<file path="src/verilog/hwd_pkg.sv">
`default_nettype none
package hwd_pkg;

	// ************************************************************
	// Register map
	// ************************************************************
	localparam int ADDR_W = 12;
	localparam int DATA_W = 32;
	// Printed offsets are register indexes, byte address is four times that
	localparam logic [7:0] KEY_IDX = 8'ha6;
	localparam logic [7:0] CFG_IDX = 8'ha7;
	localparam logic [7:0] STAT_IDX = 8'ha8;
	localparam logic [ADDR_W-1:0] KEY_ADDR = {2'b00, KEY_IDX, 2'b00};
	localparam logic [ADDR_W-1:0] CFG_ADDR = {2'b00, CFG_IDX, 2'b00};
	localparam logic [ADDR_W-1:0] STAT_ADDR = {2'b00, STAT_IDX, 2'b00};

	// ************************************************************
	// Fields and reset values
	// ************************************************************
	localparam logic [7:0] KEY_FIRST = 8'h1e;
	localparam logic [7:0] KEY_SECOND = 8'he1;
	localparam int SEL_W = 3;
	localparam int CFG_SEL_LSB = 0;
	localparam logic [SEL_W-1:0] CFG_SEL_RST = 3'h0;
	localparam int STAT_ARMED_BIT = 0;
	localparam int STAT_PULSE_BIT = 1;
	localparam int STAT_FIRED_BIT = 2;

	// ************************************************************
	// Counts
	// ************************************************************
	localparam int CNT_W = 14;
	localparam int PSC_W = 7;
	localparam int PULSE_W = 7;
	// Reset pin pulse length in peripheral clock periods (core_clk here)
	localparam logic [PULSE_W-1:0] PULSE_CYC = 7'h60;
	localparam logic [PULSE_W-1:0] PULSE_LAST = PULSE_CYC - 7'h01;

	typedef enum logic [1:0] {
		ST_OFF = 2'b00,
		ST_ARMED = 2'b01,
		ST_PULSE = 2'b10
	} hwd_state_e;

endpackage : hwd_pkg
`default_nettype wire

</file>
<file path="src/verilog/hwd_watchdog.sv">
// The APB interface to the registers was decided locally.
`timescale 1ns/10ps
`default_nettype none

// Overview of operation
// - Reset leaves watchdog disarmed, counter held.
// - Writing 1E then E1 arms it.
// - Armed counter advances every 2**sel machine cycles.
// - Software cannot disarm once armed.
// - Repeating the key pair restarts count.
// - Counter at 3FFF overflows, resets device.
// - Overflow drives 96-cycle high reset pulse.
// - Key register write-only, counter unreadable.
// - Seven-bit prescaler stretches timeout, selectable.
module hwd_watchdog #(
	parameter int CNT_W = hwd_pkg::CNT_W,
	parameter int PSC_W = hwd_pkg::PSC_W
) (
	input wire logic core_clk_i,
	input wire logic rst_n_i,
	input wire logic ce_i,
	input wire logic psel_i,
	input wire logic penable_i,
	input wire logic pwrite_i,
	input wire logic [hwd_pkg::ADDR_W-1:0] paddr_i,
	input wire logic [hwd_pkg::DATA_W-1:0] pwdata_i,
	input wire logic [3:0] pstrb_i,
	output logic pready_o,
	output logic [hwd_pkg::DATA_W-1:0] prdata_o,
	output logic pslverr_o,
	output logic armed_o,
	output logic rst_pin_o
);
	import hwd_pkg::*;

	// ************************************************************
	// Declarations
	// ************************************************************
	hwd_state_e state_q;
	hwd_state_e state_d;
	logic [PULSE_W-1:0] pcnt_q;
	logic [PULSE_W-1:0] pcnt_d;
	logic armed_q;
	logic armed_d;
	logic pin_q;
	logic pin_d;
	logic fired_q;
	logic fired_d;
	logic [SEL_W-1:0] sel_q;
	logic [SEL_W-1:0] sel_d;

	logic pready_q;
	logic pready_d;
	logic [DATA_W-1:0] prdata_q;
	logic [DATA_W-1:0] prdata_d;
	logic pslverr_q;
	logic pslverr_d;

	logic acc;
	logic ack;
	logic lane0;
	logic hit;
	logic [DATA_W-1:0] rdata;
	logic key_wr;
	logic cfg_wr;
	logic stat_clr;
	logic key_done;
	logic key_flush;
	logic cnt_run;
	logic cnt_ovf;
	logic [CNT_W-1:0] cnt_val;

	// ************************************************************
	// APB slave
	// ************************************************************
	// One wait state: pready rises one cycle into the access phase
	assign acc = psel_i && penable_i;
	assign ack = acc && pready_q;
	assign lane0 = pstrb_i[0];

	// Writes act only at the completing edge of the access phase
	assign key_wr = ack && pwrite_i && lane0 && (paddr_i == KEY_ADDR);
	assign cfg_wr = ack && pwrite_i && lane0 && (paddr_i == CFG_ADDR);
	assign stat_clr = ack && pwrite_i && lane0 && (paddr_i == STAT_ADDR)
		&& pwdata_i[STAT_FIRED_BIT];

	always_comb begin
		rdata = '0;
		hit = 1'b0;
		if (paddr_i == KEY_ADDR) begin
			// Key register reads back zero, counter has no read path
			hit = 1'b1;
		end else if (paddr_i == CFG_ADDR) begin
			hit = 1'b1;
			rdata[CFG_SEL_LSB +: SEL_W] = sel_q;
		end else if (paddr_i == STAT_ADDR) begin
			hit = 1'b1;
			rdata[STAT_ARMED_BIT] = armed_q;
			rdata[STAT_PULSE_BIT] = pin_q;
			rdata[STAT_FIRED_BIT] = fired_q;
		end
	end

	always_comb begin
		pready_d = acc && !pready_q;
		prdata_d = '0;
		pslverr_d = 1'b0;
		if (acc && !pready_q) begin
			pslverr_d = !hit;
			if (!pwrite_i) begin
				prdata_d = rdata;
			end
		end
	end

	always_ff @(posedge core_clk_i) begin
		if (!rst_n_i) begin
			pready_q <= 1'b0;
			prdata_q <= '0;
			pslverr_q <= 1'b0;
		end else if (ce_i) begin
			pready_q <= pready_d;
			prdata_q <= prdata_d;
			pslverr_q <= pslverr_d;
		end
	end

	assign pready_o = pready_q;
	assign prdata_o = prdata_q;
	assign pslverr_o = pslverr_q;

	// ************************************************************
	// Configuration
	// ************************************************************
	// Timeout select may change while armed; it takes effect at the next tap
	always_comb begin
		sel_d = sel_q;
		if (cfg_wr) begin
			sel_d = pwdata_i[CFG_SEL_LSB +: SEL_W];
		end
	end

	always_ff @(posedge core_clk_i) begin
		if (!rst_n_i) begin
			sel_q <= CFG_SEL_RST;
		end else if (ce_i) begin
			sel_q <= sel_d;
		end
	end

	// ************************************************************
	// Key detector and counter
	// ************************************************************
	// Keys written while the reset pulse runs are dropped
	assign key_flush = (state_q == ST_PULSE) || cnt_ovf;
	assign cnt_run = (state_q == ST_ARMED);

	hwd_key_seq u_key (
		.clk_i(core_clk_i),
		.rst_n_i(rst_n_i),
		.ce_i(ce_i),
		.flush_i(key_flush),
		.wr_i(key_wr),
		.data_i(pwdata_i[7:0]),
		.done_o(key_done)
	);

	hwd_wdt_cnt #(
		.CNT_W(CNT_W),
		.PSC_W(PSC_W)
	) u_cnt (
		.clk_i(core_clk_i),
		.rst_n_i(rst_n_i),
		.ce_i(ce_i),
		.run_i(cnt_run),
		.restart_i(key_done),
		.sel_i(sel_q),
		.cnt_o(cnt_val),
		.ovf_o(cnt_ovf)
	);

	// ************************************************************
	// Arming and reset pulse
	// ************************************************************
	always_comb begin
		state_d = state_q;
		pcnt_d = pcnt_q;
		fired_d = fired_q;
		if (stat_clr) begin
			fired_d = 1'b0;
		end
		case (state_q)
			ST_OFF: begin
				if (key_done) begin
					state_d = ST_ARMED;
				end
			end
			ST_ARMED: begin
				// No write path leads back to ST_OFF
				if (cnt_ovf) begin
					state_d = ST_PULSE;
					pcnt_d = '0;
					fired_d = 1'b1;
				end
			end
			ST_PULSE: begin
				if (pcnt_q == PULSE_LAST) begin
					state_d = ST_OFF;
				end else begin
					pcnt_d = pcnt_q + 1'b1;
				end
			end
			default: begin
				state_d = ST_OFF;
			end
		endcase
		armed_d = (state_d == ST_ARMED);
		pin_d = (state_d == ST_PULSE);
	end

	always_ff @(posedge core_clk_i) begin
		if (!rst_n_i) begin
			state_q <= ST_OFF;
			pcnt_q <= '0;
			fired_q <= 1'b0;
			armed_q <= 1'b0;
			pin_q <= 1'b0;
		end else if (ce_i) begin
			state_q <= state_d;
			pcnt_q <= pcnt_d;
			fired_q <= fired_d;
			armed_q <= armed_d;
			pin_q <= pin_d;
		end
	end

	assign armed_o = armed_q;
	assign rst_pin_o = pin_q;

	// ************************************************************
	// Checks
	// ************************************************************
	logic [PULSE_W:0] hi_len_q;
	logic [7:0] last_key_q;

	always_ff @(posedge core_clk_i) begin
		if (!rst_n_i) begin
			hi_len_q <= '0;
			last_key_q <= '0;
		end else begin
			if (!pin_q) begin
				hi_len_q <= '0;
			end else if (ce_i) begin
				hi_len_q <= hi_len_q + 1'b1;
			end
			if (ce_i && key_wr) begin
				last_key_q <= pwdata_i[7:0];
			end
		end
	end
endmodule : hwd_watchdog
`default_nettype wire

</file>
<file path="src/verilog/hwd_key_seq.sv">
`timescale 1ns/10ps
`default_nettype none
module hwd_key_seq (
	input wire logic clk_i,
	input wire logic rst_n_i,
	input wire logic ce_i,
	input wire logic flush_i,
	input wire logic wr_i,
	input wire logic [7:0] data_i,
	output logic done_o
);
	import hwd_pkg::*;

	logic got_q;
	logic got_d;

	// ************************************************************
	// Two-write key detector
	// ************************************************************
	assign done_o = wr_i && !flush_i && got_q && (data_i == KEY_SECOND);

	always_comb begin
		got_d = got_q;
		if (flush_i) begin
			got_d = 1'b0;
		end else if (wr_i) begin
			// Any other value breaks the pair, so a stray write restarts it
			got_d = (data_i == KEY_FIRST);
		end
	end

	always_ff @(posedge clk_i) begin
		if (!rst_n_i) begin
			got_q <= 1'b0;
		end else if (ce_i) begin
			got_q <= got_d;
		end
	end
endmodule : hwd_key_seq
`default_nettype wire

</file>
<file path="src/verilog/hwd_wdt_cnt.sv">
`timescale 1ns/10ps
`default_nettype none
module hwd_wdt_cnt #(
	parameter int CNT_W = hwd_pkg::CNT_W,
	parameter int PSC_W = hwd_pkg::PSC_W
) (
	input wire logic clk_i,
	input wire logic rst_n_i,
	input wire logic ce_i,
	input wire logic run_i,
	input wire logic restart_i,
	input wire logic [hwd_pkg::SEL_W-1:0] sel_i,
	output logic [CNT_W-1:0] cnt_o,
	output logic ovf_o
);
	import hwd_pkg::*;

	localparam logic [CNT_W-1:0] CNT_MAX = {CNT_W{1'b1}};

	logic [PSC_W-1:0] psc_q;
	logic [PSC_W-1:0] psc_d;
	logic [CNT_W-1:0] cnt_q;
	logic [CNT_W-1:0] cnt_d;
	logic [PSC_W-1:0] mask;
	logic tick;

	// ************************************************************
	// Prescaler tap select
	// ************************************************************
	genvar gi;
	generate
		for (gi = 0; gi < PSC_W; gi++) begin : g_mask
			assign mask[gi] = sel_i > SEL_W'(gi);
		end
	endgenerate

	// Tick every 2**sel cycles: low sel bits of the prescaler all ones
	assign tick = run_i && ((psc_q & mask) == mask);
	assign ovf_o = run_i && (cnt_q == CNT_MAX);
	assign cnt_o = cnt_q;

	always_comb begin
		psc_d = psc_q + 1'b1;
		cnt_d = cnt_q;
		if (!run_i || restart_i) begin
			psc_d = '0;
			cnt_d = '0;
		end else if (tick && cnt_q != CNT_MAX) begin
			cnt_d = cnt_q + 1'b1;
		end
	end

	always_ff @(posedge clk_i) begin
		if (!rst_n_i) begin
			psc_q <= '0;
			cnt_q <= '0;
		end else if (ce_i) begin
			psc_q <= psc_d;
			cnt_q <= cnt_d;
		end
	end
endmodule : hwd_wdt_cnt
`default_nettype wire

</file>
<file path="config.mk">
export PLATFORM = sky130hd
export DESIGN_NAME = hwd_watchdog
export DESIGN_NICKNAME = d
export VERILOG_FILES = /design/src/verilog/hwd_pkg.sv /design/src/verilog/hwd_watchdog.sv /design/src/verilog/hwd_key_seq.sv /design/src/verilog/hwd_wdt_cnt.sv
export SDC_FILE = /design/constraint.sdc
export NUM_CORES = 1
export LEC_CHECK = 0
export BUFFER_PORTS_ARGS = -buffer_cell sky130_fd_sc_hd__buf_2
export CAP_MARGIN = 20
export CELL_PAD_IN_SITES_DETAIL_PLACEMENT = 1
export CELL_PAD_IN_SITES_GLOBAL_PLACEMENT = 2
export CORE_UTILIZATION = 31
export CTS_BUF_LIST = sky130_fd_sc_hd__clkbuf_16
export DETAILED_ROUTE_END_ITERATION = 12
export PLACE_DENSITY = 0.95
export SETUP_SLACK_MARGIN = 0.3
export SYNTH_ARGS = -nofsm -noshare
export SYNTH_HDL_FRONTEND = slang
export SYNTH_SLANG_ARGS = --single-unit
</file>
<file path="constraint.sdc">
create_clock -name core_clk_i -period 7.5 [get_ports core_clk_i]
set_clock_uncertainty 0.05 [all_clocks]
set_input_delay 1.5 -clock core_clk_i [delete_from_list [all_inputs] [get_ports core_clk_i]]
set_output_delay 1.5 -clock core_clk_i [all_outputs]
set_load 0.03 [all_outputs]
</file>
==> impl_metrics.yaml <==
run_status:
  status: "complete, no violations"
clocking:
  cts_buffers: 5
  post_cts_buffers: 0
  cts_max_level: 2
  clock_latency_ps: 280
  root_buffer: "clkbuf_16"
  clkTransAtPathRegs_ps: 60
  clockBufferDepth: 2
  cts_tree: "built"
  cts_hold_buf: 0
  cts_resized: 0
  clock-sinks: 42
logic_synthesis:
  ys_top_cells_by_count: "dfxtp_1 (42), buf_4 (29), nand2_1 (23)"
  ys_types: 57
  synth_edf_count: 0
  synth_seq_cells: 42
  synth.most_common_cell: "dfxtp_1"
  synthXorXnorAreaFrac_pct: 4.30
  synth_area_leader_cell: "dfxtp_1"
  synth-simple-area-share_pct: 27.8
  synth_cells: 301
  async_flop_share_pct: 0
  synthMuxAreaShare_pct: 2.64
  synth_top_family_by_area: "simple AND/OR/NAND/NOR gates"
  synth_area_leaders: "dfxtp_1 (32%), buf_4 (8.2%), nand3_1 (4.2%), a2111o_1 (3.4%), ha_1 (3.3%)"
  synth_warnings: 0
  synth_ff_type: "dfxtp_1"
  synth_compound_area_share_pct: 18.2
  synthesis.area_mm2: 0.00265
  synth_top_area_share_pct: 31.7
  yosysSeqAreaShare_pct: 31.7
  synth_fa_ha_area_share_pct: 3.31
  avgSynthCellArea_um2: 8.80
placement:
  dp.cells: 425
  dp_hpwl_um: 4320
  globalplace.congestion: 0.779
  io_buffers: 33
  dp_slack_ps: 3580
  dpl_cell_area_mm2: 0.00276
timing:
  final.period_utilization_pct: 48.7
  grt_setup_unrepaired: "no"
  drv_slew: 0
  setup_viol: 0
  hold_viol: 0
  whs_ps: 434
  post-route-min-period_ps: 3650
  max_freq_ghz: 0.274
  max-slew-margin-rel_pct: 44.5
  fin_setup_tns_ps: 0
  worstMarginPinSlew_ps: 825
  setup_slack_ps: 3850
power:
  power_mw: 0.480
  max-vdd-ir-drop_uv: 68.4
  p_per_area_mw_per_mm2: 165
  power_frac_comb_pct: 9.8
  power.internal_mw: 0.355
  pwr-share-seq_pct: 46.8
  p_leak_nw: 1.07
  switching_power_mw: 0.125
  p_clk_share_pct: 43.3
  switching_share_pct: 26.0
global_routing:
  top_usage_layer: "met2"
  gr-total-overflow: 0
  met1_usage_pct: 17.8
  grt_pass1_wl_um: 10200
  antenna_found_initial: 0
  grt_usage_pct: 14.2
  met3_usage_pct: 2.01
  grtUsageMet2_pct: 24.4
  grt_start_max_net_pins: 34
  grt_pass1_vias: 2228
floorplan:
  start_util_pct: 32.1
  core_mm2: 0.00826
  die_w_um: 94.5
  dieArea_mm2: 0.00892
  die-height_um: 94.5
  io_pins: 90
  rows: 33
finish:
  drive_gt1_share_pct: 16.5
  fin_area_mm2: 0.00290
  antenna_cells: 0
  final_core_util_pct: 35.1
  fin_cells: 433
  syn2layout_area_growth_pct: 9.44
  multi_input_area_mm2: 0.00160
  seq_area_um2: 841
  nFillCells: 1008
  nets: 388
setup_path:
  endpoint_kind: "flop"
  critPathRequiredTime_ps: 7670
  path_class: "in2reg"
  cp_data_arrival_time_ps: 3820
  start_kind: "primary input"
  critical_path.max_fanout: 21
drt:
  vias_per_cell: 5.20
  ant_nets: 0
  first_pass_iters: 4
  drt_iter0_markers: 76
  finalWirelength_um: 6030
  drc: 0
  wl_per_cell_um: 13.9
  num_vias: 2253
worst_hold_path:
  min_path_type: "reg2reg"
flow_run:
  cap_violations: 0
area by class of cell:
cell class | count | share of cell area [%]
inverters | 7 | 0.906
multi-input cells | 238 | 55.1
well taps | 105 | 4.53
clock inverters | 3 | 0.431
repair buffers | 33 | 5.69
flip-flops and latches | 42 | 29.0
clock buffers | 5 | 4.31
placed cells by master, fill, tap and decap left out, types with 7 or more instances in the layout:
cell	Yosys	final
dfxtp_1	42	42
buf_2	3	33
nand4_1	13	13
conb_1	1	29
ha_1	7	7
a2111o_1	8	8
nand3_1	22	22
nor2_1	20	20
xor2_1	9	9
mux2i_1	7	7
and2_1	7	7
inv_1	7	8
nand2_1	23	23
nor2b_1	9	9
power groups by stage:
stage | clock, mW | combinational [mW] | sequential (mW)
after floorplan | 0 | 0.0463 | 0.230
after global placement | 0 | 0.0467 | 0.230
after detailed placement | 0 | 0.0471 | 0.230
after CTS | 0.211 | 0.0471 | 0.225
after global routing | 0.221 | 0.0509 | 0.225
final | 0.208 | 0.0472 | 0.225
final timing paths:
check	depth (start not counted)	end	start	slack, ps
worst min register to register	2	u_cnt.cnt_o[8]	u_cnt.cnt_o[8]	430
worst max register to register	8	u_cnt.cnt_o[8]	state_q[0]	4780
worst min-delay path	2	u_cnt.cnt_o[8]	u_cnt.cnt_o[8]	430
worst max-delay path	6	u_cnt.cnt_o[7]	ce_i	3850
kinds of logic (layout without fill, tap and decap cells):
group | count (synthesis) | after routing
simple gates | 128 | 128
compound gates | 54 | 54
buf+inv | 49 | 48
flops | 42 | 42
xor+xnor | 13 | 13
fa+ha+maj | 7 | 7
mux | 7 | 7
other cells | 1 | 29
registers in the layout, indices dropped and copies added (netlist names):
register,flops
rst_pin_o,1
pcnt_q,7
state_q,2
sel_q,3
fired_q,1
u_cnt.psc_q,7
armed_o,1
prdata_o,3
pready_o,1
u_key.got_q,1
u_cnt.cnt_o,14
pslverr_o,1
worst max-delay path: stages:
cell	delay, ps
buf_2	270
inv_1	350
a221o_1	410
or3b_1	680
a211oi_1	390
mux2i_1	210
per-layer routing:
metal  share of wire, %  vias to the layer above  wire length, um
met3                3.5                        7              209
li1                   -                     1102                -
met5                  0                        -                0
met2                 47                       50             2860
met4                1.6                        0               97
met1                 47                     1094             2860
Power figures use the tool's default switching activity.
